### config.mk
export PLATFORM = sky130hd
export DESIGN_NAME = lsae_core
export DESIGN_NICKNAME = d
export VERILOG_FILES = /design/src/inc/lsae_pkg.sv /design/src/rtl/lsae_lane.sv /design/src/rtl/lsae_core.sv
export SDC_FILE = /design/constraint.sdc
export NUM_CORES = 1
export LEC_CHECK = 0
export BUFFER_PORTS_ARGS = -buffer_cell sky130_fd_sc_hd__buf_4
export CORE_ASPECT_RATIO = 1.1
export CORE_MARGIN = 8
export CORE_UTILIZATION = 40
export CTS_BUF_LIST = sky130_fd_sc_hd__clkbuf_8
export DETAILED_ROUTE_END_ITERATION = 8
export PLACE_DENSITY_LB_ADDON = 0.3
export SKIP_CTS_REPAIR_TIMING = 1
export SKIP_LAST_GASP = 1
export SYNTH_ARGS = -nofsm -noshare
export SYNTH_HDL_FRONTEND = slang
export SYNTH_HIERARCHICAL = 1
export SYNTH_SLANG_ARGS = --single-unit
### constraint.sdc
create_clock -name clock_i -period 7.3 [get_ports clock_i]
set_clock_uncertainty 0.05 [all_clocks]
set_input_delay 1.46 -clock clock_i [delete_from_list [all_inputs] [get_ports clock_i]]
set_output_delay 1.46 -clock clock_i [all_outputs]
set_load 0.02 [all_outputs]
### src/inc/lsae_pkg.sv
// constants and types for the load/store alignment and endian block
// Function
// - byte addresses are unsigned 32-bit values in one flat 4GB byte space
// - word-aligned means divisible by 4; word holds bytes A..A+3
// - halfword-aligned means divisible by 2; halfword holds bytes A, A+1
// - all address arithmetic wraps modulo two to the 32, never an error
// - top region is execute-never; fetching there reports an access violation
// - multiple transfers step upward by 4 per register
// - no unaligned data access is ever performed; it faults instead
// - unaligned base for load/store multiple, push or pop faults
// - halfword loads and stores not halfword-aligned fault
// - word loads and stores not word-aligned fault
// - fetches are always halfword-aligned, never at an odd address
// - exception entry through a vector with bit 0 clear gives invalid state
// - add or move writing the program counter ignores bit 0
// - branch exchange, branch link exchange or pop with bit 0 zero gives invalid state
// - executing in invalid state gives hard fault exception or lockup
// - little-endian puts the element at A in the least significant lane
// - big-endian puts the element at A in the most significant lane
// - word access touches the same four bytes; only lane order changes
// - endianness is fixed or sampled from an input at reset
// - endianness affects data only; instructions are always little-endian
// - private peripheral region accesses are always little-endian; multiple loads map each word but the last with the next beat's byte order
// - lane mapping works at the element size of each transfer
package lsae_pkg;
  // ==========================================
  // address space
  localparam int ADDR_W = 32;
  localparam int DATA_W = 32;
  localparam logic [31:0] WORD_STEP = 32'h0000_0004;
  localparam logic [31:0] EXEC_NEVER_BASE_DEF = 32'hF000_0000;
  localparam logic [31:0] PERIPH_BASE_DEF = 32'hE000_0000;
  localparam logic [31:0] PERIPH_LAST_DEF = 32'hE00F_FFFF;
  // ==========================================
  // element sizes
  localparam logic [1:0] SZ_BYTE = 2'h0;
  localparam logic [1:0] SZ_HALF = 2'h1;
  localparam logic [1:0] SZ_WORD = 2'h2;
  // ==========================================
  // program counter write sources
  localparam logic [1:0] PCSRC_ALU = 2'h0;
  localparam logic [1:0] PCSRC_XCHG = 2'h1;
  localparam logic [1:0] PCSRC_VEC = 2'h2;
  // ==========================================
  // reset values and widths
  localparam int CNT_W = 5;
  localparam logic RST_BIG = 1'b0;
  // ==========================================
  // sequencer states
  typedef enum logic [1:0] {
    ST_IDLE = 2'b01,
    ST_BUSY = 2'b10
  } lsae_state_t;
endpackage

### src/rtl/lsae_lane.sv
// byte lane mapper between register view and bus lanes
`timescale 1ns/1ps
module lsae_lane
  import lsae_pkg::*;
#(
  parameter bit LOAD = 1'b0
) (
  // element in
  input wire logic [31:0] data_i,
  input wire logic [1:0] size_i,
  input wire logic [1:0] lo_i,
  input wire logic big_i,
  input wire logic sign_i,
  // mapped out
  output logic [31:0] data_o
);
  logic [31:0] sh;
  logic [15:0] hw;

  // stores swap within the element when big-endian, then place the lane; loads extract the lane, then swap
  always_comb begin
    sh = 32'h0000_0000;
    hw = 16'h0000;
    data_o = data_i;
    if (!LOAD) begin
      case (size_i)
        SZ_BYTE: data_o = 32'(data_i[7:0]) << {lo_i, 3'b000};
        SZ_HALF: begin
          hw = big_i ? {data_i[7:0], data_i[15:8]} : data_i[15:0];
          data_o = 32'(hw) << {lo_i[1], 4'h0};
        end
        default: data_o = big_i ? {data_i[7:0], data_i[15:8], data_i[23:16], data_i[31:24]} : data_i;
      endcase
    end else begin
      sh = data_i >> {lo_i, 3'b000};
      case (size_i)
        SZ_BYTE: data_o = sign_i ? {{24{sh[7]}}, sh[7:0]} : {24'h00_0000, sh[7:0]};
        SZ_HALF: begin
          hw = big_i ? {sh[7:0], sh[15:8]} : sh[15:0];
          data_o = sign_i ? {{16{hw[15]}}, hw} : {16'h0000, hw};
        end
        default: data_o = big_i ? {data_i[7:0], data_i[15:8], data_i[23:16], data_i[31:24]} : data_i;
      endcase
    end
  end
endmodule

### src/rtl/lsae_core.sv
// load/store alignment check, endian lane mapping, fetch and pc checks
`timescale 1ns/1ps
module lsae_core
  import lsae_pkg::*;
#(
  parameter bit ENDIAN_FIXED = 1'b0,
  parameter bit FIXED_BIG = 1'b0,
  parameter logic [31:0] EXEC_NEVER_BASE = EXEC_NEVER_BASE_DEF,
  parameter logic [31:0] PERIPH_BASE = PERIPH_BASE_DEF,
  parameter logic [31:0] PERIPH_LAST = PERIPH_LAST_DEF
) (
  // clock and reset
  input wire logic clock_i,
  input wire logic resetn_i,
  // endian strap pin
  input wire logic endian_big_i,
  // data request from pipeline
  input wire logic req_valid_i,
  input wire logic req_write_i,
  input wire logic req_multi_i,
  input wire logic req_signed_i,
  input wire logic [1:0] req_size_i,
  input wire logic [31:0] req_base_i,
  input wire logic [31:0] req_offset_i,
  input wire logic [CNT_W-1:0] req_count_i,
  input wire logic [31:0] wdata_i,
  output logic req_ready_o,
  output logic [CNT_W-1:0] beat_o,
  // load result and alignment fault
  output logic rd_valid_o,
  output logic [31:0] rd_data_o,
  output logic align_fault_o,
  output logic [31:0] fault_addr_o,
  // system bus
  output logic bus_valid_o,
  output logic bus_write_o,
  output logic [31:0] bus_addr_o,
  output logic [1:0] bus_size_o,
  output logic [3:0] bus_be_o,
  output logic [31:0] bus_wdata_o,
  input wire logic bus_ready_i,
  input wire logic bus_rvalid_i,
  input wire logic [31:0] bus_rdata_i,
  // instruction fetch
  input wire logic fetch_req_i,
  input wire logic [31:0] fetch_pc_i,
  input wire logic fetch_rvalid_i,
  input wire logic [31:0] fetch_rdata_i,
  output logic fetch_valid_o,
  output logic [31:0] fetch_addr_o,
  output logic fetch_fault_o,
  output logic instr_valid_o,
  output logic [31:0] instr_o,
  // program counter writes and execution
  input wire logic pc_wr_i,
  input wire logic [1:0] pc_src_i,
  input wire logic [31:0] pc_val_i,
  input wire logic exec_i,
  input wire logic in_hard_fault_i,
  output logic pc_valid_o,
  output logic [31:0] pc_o,
  output logic invalid_state_o,
  output logic hard_fault_o,
  output logic lockup_o,
  output logic big_endian_o
);
  // ==========================================
  // state
  typedef struct packed {
    lsae_state_t state;
    logic end_s1;
    logic end_s2;
    logic big;
    logic ready;
    logic bus_valid;
    logic bus_write;
    logic [31:0] bus_addr;
    logic [1:0] bus_size;
    logic [3:0] bus_be;
    logic [31:0] bus_wdata;
    logic [CNT_W-1:0] left;
    logic [CNT_W-1:0] beat;
    logic [1:0] ld_size;
    logic [1:0] ld_lo;
    logic ld_big;
    logic ld_sign;
    logic rd_valid;
    logic [31:0] rd_data;
    logic fault;
    logic [31:0] fault_addr;
    logic fetch_valid;
    logic [31:0] fetch_addr;
    logic fetch_fault;
    logic instr_valid;
    logic [31:0] instr;
    logic pc_valid;
    logic [31:0] pc;
    logic invalid;
    logic hard_fault;
    logic lockup;
  } lsae_regs_t;

  lsae_regs_t st_reg;
  lsae_regs_t st_next;

  // ==========================================
  // address and check terms
  logic [31:0] eff_addr;
  logic [31:0] step_addr;
  logic idle;
  logic misalign;
  logic [31:0] st_addr;
  logic st_big;
  logic [1:0] st_size;
  logic [31:0] st_lanes;
  logic [31:0] ld_value;

  // effective and stepped addresses wrap at the top of the 4GB space
  assign eff_addr = ADDR_W'(req_base_i + req_offset_i);
  assign step_addr = ADDR_W'(st_reg.bus_addr + WORD_STEP);
  assign idle = (st_reg.state == ST_IDLE);

  // natural alignment per element size; multiples need a word base
  always_comb begin
    misalign = 1'b0;
    if (req_multi_i) begin
      misalign = (eff_addr[1:0] != 2'b00);
    end else if (req_size_i == SZ_HALF) begin
      misalign = eff_addr[0];
    end else if (req_size_i != SZ_BYTE) begin
      misalign = (eff_addr[1:0] != 2'b00);
    end
  end

  // store lane mapping input: new request while idle, next beat otherwise
  assign st_addr = idle ? eff_addr : step_addr;
  assign st_size = (idle && !req_multi_i) ? req_size_i : SZ_WORD;
  assign st_big = st_reg.big && !((st_addr >= PERIPH_BASE) && (st_addr <= PERIPH_LAST));

  lsae_lane #(
    .LOAD(1'b0)
  ) u_store_lane (
    .data_i(wdata_i),
    .size_i(st_size),
    .lo_i(st_addr[1:0]),
    .big_i(st_big),
    .sign_i(1'b0),
    .data_o(st_lanes)
  );

  lsae_lane #(
    .LOAD(1'b1)
  ) u_load_lane (
    .data_i(bus_rdata_i),
    .size_i(st_reg.ld_size),
    .lo_i(st_reg.ld_lo),
    .big_i(st_reg.ld_big),
    .sign_i(st_reg.ld_sign),
    .data_o(ld_value)
  );

  // ==========================================
  // next state
  always_comb begin
    st_next = st_reg;
    st_next.rd_valid = 1'b0;
    st_next.fault = 1'b0;
    st_next.fetch_valid = 1'b0;
    st_next.fetch_fault = 1'b0;
    st_next.instr_valid = 1'b0;
    st_next.pc_valid = 1'b0;
    st_next.hard_fault = 1'b0;
    // strap synchroniser
    st_next.end_s1 = endian_big_i;
    st_next.end_s2 = st_reg.end_s1;

    // bus beat taken: step to the next word or finish
    if (st_reg.bus_valid && bus_ready_i) begin
      if (st_reg.left != '0) begin
        st_next.bus_addr = step_addr;
        st_next.bus_wdata = st_lanes;
        st_next.left = CNT_W'(st_reg.left - 1'b1);
        st_next.beat = CNT_W'(st_reg.beat + 1'b1);
        st_next.ld_big = st_big;
      end else begin
        st_next.bus_valid = 1'b0;
        st_next.state = ST_IDLE;
      end
    end

    // new data request: faults never reach the bus
    if (idle && req_valid_i) begin
      if (misalign) begin
        st_next.fault = 1'b1;
        st_next.fault_addr = eff_addr;
      end else if (!req_multi_i || (req_count_i != '0)) begin
        st_next.state = ST_BUSY;
        st_next.bus_valid = 1'b1;
        st_next.bus_write = req_write_i;
        st_next.bus_addr = eff_addr;
        st_next.bus_size = st_size;
        st_next.bus_wdata = st_lanes;
        st_next.left = req_multi_i ? CNT_W'(req_count_i - 1'b1) : '0;
        st_next.beat = '0;
        st_next.ld_size = st_size;
        st_next.ld_lo = eff_addr[1:0];
        st_next.ld_big = st_big;
        st_next.ld_sign = req_signed_i && !req_multi_i;
        case (st_size)
          SZ_BYTE: st_next.bus_be = 4'(4'h1 << eff_addr[1:0]);
          SZ_HALF: st_next.bus_be = 4'(4'h3 << {eff_addr[1], 1'b0});
          default: st_next.bus_be = 4'hF;
        endcase
      end
    end
    st_next.ready = (st_next.state == ST_IDLE);

    // load data returned from the bus
    if (bus_rvalid_i) begin
      st_next.rd_valid = 1'b1;
      st_next.rd_data = ld_value;
    end

    // instruction fetch, bit 0 forced low and execute-never top region
    if (fetch_req_i) begin
      if (fetch_pc_i >= EXEC_NEVER_BASE) begin
        st_next.fetch_fault = 1'b1;
      end else begin
        st_next.fetch_valid = 1'b1;
        st_next.fetch_addr = {fetch_pc_i[31:1], 1'b0};
      end
    end
    if (fetch_rvalid_i) begin
      st_next.instr_valid = 1'b1;
      st_next.instr = fetch_rdata_i;
    end

    // program counter writes and the invalid execution state
    if (pc_wr_i) begin
      st_next.pc_valid = 1'b1;
      st_next.pc = {pc_val_i[31:1], 1'b0};
      case (pc_src_i)
        PCSRC_ALU: st_next.invalid = 1'b0;
        PCSRC_XCHG: st_next.invalid = !pc_val_i[0];
        PCSRC_VEC: st_next.invalid = !pc_val_i[0];
        default: st_next.invalid = st_reg.invalid;
      endcase
    end
    if (exec_i && st_reg.invalid) begin
      if (in_hard_fault_i) begin
        st_next.lockup = 1'b1;
      end else begin
        st_next.hard_fault = 1'b1;
      end
    end

    // reset: endianness fixed or captured from the synchronised strap
    if (!resetn_i) begin
      st_next = '0;
      st_next.state = ST_IDLE;
      st_next.ready = 1'b1;
      st_next.end_s1 = endian_big_i;
      st_next.end_s2 = st_reg.end_s1;
      st_next.big = ENDIAN_FIXED ? FIXED_BIG : st_reg.end_s2;
    end
  end

  // ==========================================
  // state register
  always_ff @(posedge clock_i) begin
    st_reg <= st_next;
  end

  // ==========================================
  // outputs
  assign req_ready_o = st_reg.ready;
  assign beat_o = st_reg.beat;
  assign rd_valid_o = st_reg.rd_valid;
  assign rd_data_o = st_reg.rd_data;
  assign align_fault_o = st_reg.fault;
  assign fault_addr_o = st_reg.fault_addr;
  assign bus_valid_o = st_reg.bus_valid;
  assign bus_write_o = st_reg.bus_write;
  assign bus_addr_o = st_reg.bus_addr;
  assign bus_size_o = st_reg.bus_size;
  assign bus_be_o = st_reg.bus_be;
  assign bus_wdata_o = st_reg.bus_wdata;
  assign fetch_valid_o = st_reg.fetch_valid;
  assign fetch_addr_o = st_reg.fetch_addr;
  assign fetch_fault_o = st_reg.fetch_fault;
  assign instr_valid_o = st_reg.instr_valid;
  assign instr_o = st_reg.instr;
  assign pc_valid_o = st_reg.pc_valid;
  assign pc_o = st_reg.pc;
  assign invalid_state_o = st_reg.invalid;
  assign hard_fault_o = st_reg.hard_fault;
  assign lockup_o = st_reg.lockup;
  assign big_endian_o = st_reg.big;
endmodule

Yosys cells after proc, flatten, opt, wreduce, memory -nomap -nowiden
Index checks and enable logic that the tools add are counted.

Bits in registers: 259. Input bits: 247. Output and inout port bits: 248. Word-level logic and storage cells: 119.

Add/subtract/negate cells: 5. Magnitude comparators: 3. Eq/ne operators: 7. Shift-type cells: 5. Muxes and demuxes: 39. Bitwise logic cells: 2. Reductions and logical operators: 28.

Operators by type and width (count): two-way mux 88 bit (3); two-way mux 32 bit (7); two-way mux 33 bit (4); one-hot mux 32 bit (2 select lines) (2); two-way mux 42 bit (2); >= comparator 32 bit, second input constant (2); two-way mux 34 bit (1); adder 32 x 3 -> 32 bit, second input constant (1); adder 32 bit (1); less-or-equal comparator 32 bit, second input constant (1); two-way mux 16 bit (2); << shifter 16 x 5 -> 32 bit (1); << shifter 8 x 5 -> 32 bit (1); right shift 32 x 5 -> 16 bit (1); AND reduction 2 bit (7); == test 2 x 1 -> 1 bit, second input constant (6); two-way mux 2 bit (6); nonzero test 5 bit (2); subtractor 5 x 1 -> 5 bit, second input constant (2); two-way mux 1 bit (9); one-hot mux 4 bit (2 select lines) (1); logical AND 1 bit (7); logical NOT 2 bit (3); nonzero test 2 bit (3); 11 further kinds (14).

Logic depth before layout (Yosys ltp)
Depth after elaboration: 14. Mapped depth: 20. Gate-level depth less buffers: 17.

Hierarchy
The synthesis kept the hierarchy.

Modules (own cells, without submodules): lsae_core (times used 1, cells an instance 1592, area an instance 13269.0 um2, sequential area each 5195.0 um2); lsae_lane at u_load_lane (times used 1, cells an instance 169, area an instance 1306.3 um2, sequential area each 0.0 um2); lsae_lane at u_store_lane (times used 1, cells an instance 113, area an instance 994.7 um2, sequential area each 0.0 um2).

Least setup slack after synthesis
Ideal clock, no wire load.

Kind: input -> register. From: in req_base_i[0]. To: reg st_reg (netlist bit bus_wdata_o[30]). Library setup time: 0.132 ns. Data arrival time: 5.382 ns. Path slack: 1.736 ns. Stages on the path: 19. Cells stage by stage: ha_1 fa_1 a21o_1 a221o_1 a21oi_2 and4b_4 o21a_1 or3_1 a22o_1 o41a_1 a221oi_2 nor2b_1 buf_6 buf_6 mux2_4 a221oi_2 a211oi_1 nand2_1 a21oi_1.

Longest elaborated chain between the ends: 14.

Ends and longest elaborated chain: start: declaration (line lsae_core.sv:23) `input wire logic [31:0] req_base_i,`; adder 32 bit (*) (line lsae_core.sv:119) `assign eff_addr = ADDR_W'(req_base_i + req_offset_i);`; two-way mux 32 bit (*) (line lsae_core.sv:136) `assign st_addr = idle ? eff_addr : step_addr;`; >= comparator 32 bit or less-or-equal comparator 32 bit (tied branches) (line lsae_core.sv:138) `assign st_big = st_reg.big && !((st_addr >= PERIPH_BASE) && (st_addr <= PERIPH_LAST));`; logical AND 1 bit (*) (line lsae_core.sv:138); logical NOT 1 bit (*) (line lsae_core.sv:138); logical AND 1 bit (*) (line lsae_core.sv:138); via st_big (line lsae_core.sv:113) `logic st_big;`; two-way mux 16 bit (line lsae_lane.sv:29) `hw = big_i ? {data_i[7:0], data_i[15:8]} : data_i[15:0];`; << shifter 16 x 5 -> 32 bit (line lsae_lane.sv:30) `data_o = 32'(hw) << {lo_i[1], 4'h0};`; one-hot mux 32 bit (2 select lines) (*) (line lsae_lane.sv:26) `case (size_i)`; via st_lanes[30] (line lsae_core.sv:115) `logic [31:0] st_lanes;`; two-way mux 42 bit (line lsae_core.sv:179) `if (st_reg.left != '0) begin`; two-way mux 42 bit (line lsae_core.sv:178) `if (st_reg.bus_valid && bus_ready_i) begin`; two-way mux 88 bit (line lsae_core.sv:196) `end else if (!req_multi_i || (req_count_i != '0)) begin`; two-way mux 88 bit (line lsae_core.sv:193) `if (misalign) begin`; two-way mux 88 bit (*) (line lsae_core.sv:192) `if (idle && req_valid_i) begin`; end signal: assignment (line lsae_core.sv:271) `st_reg <= st_next;`; end: declaration (line lsae_core.sv:103) `lsae_regs_t st_reg;`.

Mark *: on every way through the listed nets, which the timed path passes. The rest lies on a longest branch. A chain may end at the register's enable or synchronous reset.

Worst setup path after layout
From: in req_base_i[0]. To: reg st_reg (netlist bit bus_wdata_o[23]).

Same word-level chain as after synthesis.

==> tab_implementation.tex <==
\begin{tabular}{lr}
\hline
Metric & Value \\
\hline
\multicolumn{2}{l}{\textbf{Status}} \\
Outcome & finished clean \\
\multicolumn{2}{l}{\textbf{Layout}} \\
Fraction of layout cells with a size suffix above 1 & 0.296 \\
Area added between synthesis and finish & 19.7\% \\
Final standard cell area without fillers & 18,600 sq um \\
Sequential cell area & 5200 sq um \\
Combined area of the multi-input logic cells & 8040 sq um \\
Layout fillers & 3,802 \\
Finished Layout Cells & 2,616 \\
Number of nets in the layout & 2,359 \\
Final core utilization & 0.480 \\
\multicolumn{2}{l}{\textbf{Global route}} \\
First-pass GRT wire length & 76.8 mm \\
Pin count of the biggest net entering global routing & 128 \\
Via count of the first global-routing pass & 13,600 \\
Overflow left after global routing & 0 \\
Global routing usage summed across all routing layers & 0.207 \\
Initial antenna violation count & 1 \\
\multicolumn{2}{l}{\textbf{Power}} \\
Switching share of power & 0.335 \\
Power density over the cells & 218 nW/um\^{}2 \\
Internal power & 2.69 mW \\
Combinational share of power & 0.271 \\
Clk network pwr share & 0.330 \\
Sw Pwr & 1.36 mW \\
Fraction of power consumed by sequential logic & 0.400 \\
Leak Pwr & 8.29 nW \\
Worst vdd ir & 120 uV \\
Total power after layout & 4.05 mW \\
\multicolumn{2}{l}{\textbf{Logic synthesis}} \\
Most area-hungry cell type in the Yosys netlist & dfxtp\_1 \\
Leading cell types by count after synthesis & dfxtp\_1 (258), nand2\_1 (240), buf\_4 (236) \\
Post-synth top flop & dfxtp\_1 \\
Most area-consuming cells after synthesis & dfxtp\_1 (33\%), buf\_4 (11\%), mux2i\_1 (11\%) \\
Sequential share of the synthesized area & 0.334 \\
Number of flip-flops and latches in the synthesized netlist & 259 \\
Number of instances in the synthesized netlist & 1,874 \\
Area fraction of the dominant cell type after synthesis & 0.332 \\
Avg Synthesized Cell Area & 8.31 sq um \\
Share of synthesized registers carrying an async set or reset & 0 \\
Number of enable-type register cells in the synthesized netlist & 1 \\
Library cell with the highest instance count after synthesis & dfxtp\_1 \\
Combined area of all synthesized cells & 15,600 sq um \\
Yosys Warn Count & 6 \\
Count of unique library cells instantiated by Yosys & 76 \\
\multicolumn{2}{l}{\textbf{Setup path}} \\
Classification of the worst setup path & input port to flop \\
Nature of the critical path endpoint & flop \\
Data required time at the worst endpoint & 7.72 ns \\
Crit start category & input port \\
Arrival @ worst endpoint & 6.48 ns \\
Largest driver fanout on the critical path & 33 \\
\multicolumn{2}{l}{\textbf{Die}} \\
Die height & 223 um \\
I/O pin count & 495 \\
Cell Rows & 76 \\
Starting utilization of the core area & 0.401 \\
Std-Cell Core Area & 38,800 sq um \\
DIE AREA & 45,500 sq um \\
Die X-Extent & 204 um \\
\multicolumn{2}{l}{\textbf{Timing}} \\
Number of hold violations in the final report & 0 \\
Max-slew violation count & 0 \\
Final period util & 0.829 \\
Setup-violating endpoint count in the final report & 0 \\
Final-layout setup total negative slack & 0 ns \\
Remaining max-slew budget at the tightest pin & 0.142 \\
Worst Hold Slack & 0.292 ns \\
Min cycle time layout & 6.05 ns \\
Post-route setup slack & 1.25 ns \\
Transition time at the pin with the least slew margin & 1.28 ns \\
Setup repair after global routing missed its margin & no \\
Highest clock rate & 165 MHz \\
\multicolumn{2}{l}{\textbf{Clocking}} \\
Maximum clock insertion buffer count & 3 \\
Deepest level of the CTS H-tree & 2 \\
Root buf cell & clkbuf\_8 \\
Latest clock arrival within the worst-skew pair & 0.57 ns \\
Inserted Clock Buffers & 47 \\
TritonCTS clock tree & done \\
Number of clock sinks & 259 \\
Clock edge transition at the registers on the reported setup and hold paths & 0.06 ns \\
\multicolumn{2}{l}{\textbf{Route}} \\
DR vias/cell & 5.27 \\
Via count of the routed design & 13,800 \\
Final routed wirelength across all metal layers & 50.7 mm \\
Drt first pass iters & 5 \\
Residual antenna-violating net count after detailed routing & 0 \\
Routed wirelength normalized by instance count & 19.4 um \\
DRT iter0 DRCs & 705 \\
Number of DRC violations after detailed routing & 0 \\
\multicolumn{2}{l}{\textbf{Place}} \\
Port-buffer cells & 491 \\
Cell area reported after detailed placement & 17,700 sq um \\
Pre-CTS WS & 0.730 ns \\
Number of cells in the design after placement & 2,533 \\
Detailed-placement wirelength estimate & 38.2 mm \\
Final GP Congestion & 0.909 \\
\multicolumn{2}{l}{\textbf{Hold path}} \\
Class of the most critical hold timing path & flop to flop \\
\multicolumn{2}{l}{\textbf{Run}} \\
Max\_cap viols & 0 \\
\hline
\end{tabular}
==> final timing paths <==
path         cells after the start  slack, ns                       from                          to
min                              0       0.29        st_reg[260]$_DFF_P_         st_reg[259]$_DFF_P_
max                             19       1.25              req_base_i[0]  bus_wdata_o[23]$_SDFF_PN0_
min reg2reg                      0       0.29        st_reg[260]$_DFF_P_         st_reg[259]$_DFF_P_
max reg2reg                     16       2.59  bus_addr_o[11]$_SDFF_PN0_  bus_wdata_o[23]$_SDFF_PN0_
==> area by class of cell <==
type,instances,share of cell area
tap,507,0.0340
multi-input combinational,1244,0.432
inverter,18,0.00389
clock inverter,27,0.00786
timing repair buffer,505,0.203
sequential,259,0.279
clock buffer,54,0.0399
antenna,2,0.000269
==> metal layers <==
metal | part of all wire | track usage | vias to the layer above
li1 | - | - | 6677
met1 | 0.42 | 0.261 | 6528
met2 | 0.47 | 0.344 | 502
met4 | 0.028 | 0.0681 | 0
met5 | 0 | 0 | -
met3 | 0.077 | 0.0505 | 92
==> power groups by stage <==
stage | logic, mW | registers (mW) | clock network, mW
detailed placement | 1.09 | 1.65 | 0
CTS | 1.10 | 1.62 | 1.38
floorplan | 0.804 | 1.61 | 0
finish | 1.10 | 1.62 | 1.34
global placement | 1.08 | 1.64 | 0
global route | 1.19 | 1.63 | 1.44
==> cells by family after synthesis <==
group,count (synthesis),synth area share
muxes,191,0.126
buffers and inverters,372,0.151
other,1,0.000241
xor gates and xnor gates,67,0.0377
AOI/OAI and AO/OA,382,0.163
and+or+nand+nor,565,0.158
adders and majority gates,37,0.0302
DFF,259,0.334
==> critical path, cell delays in order <==
cell	delay (ns)
buf_4	0.11
ha_1	0.24
fa_1	0.42
a21o_1	0.19
a221o_1	0.40
a21oi_1	0.31
o211ai_1	0.24
a311oi_1	0.36
xnor2_1	0.24
nor2_1	0.09
nand3_1	0.12
a221oi_2	0.12
nor2b_4	0.85
buf_4	0.39
and2_1	0.21
a221oi_1	0.11
a211oi_1	0.31
nand2_1	0.09
a21oi_1	0.19
==> cell usage in the layout, fill, tap and decap left out, types with 8 or more instances in the layout <==
cell type,netlist,final
nand2b_1,14,14
a211oi_1,70,70
mux2i_1,176,176
o21ai_2,10,10
a21oi_1,155,155
and3_1,11,11
nor2b_1,10,9
clkinv_2,0,8
dfxtp_1,258,257
nor3_1,19,19
xnor2_1,30,30
nand3_1,29,29
clkbuf_8,0,54
nand4_1,17,17
o21ai_0,33,33
a221oi_1,19,19
inv_1,17,33
ha_1,36,36
mux2_2,11,11
nor2_1,186,185
o22ai_1,8,8
xor2_1,37,37
a21o_1,11,11
buf_4,236,505
nand2_1,240,240
Power figures use the tool's default switching activity.
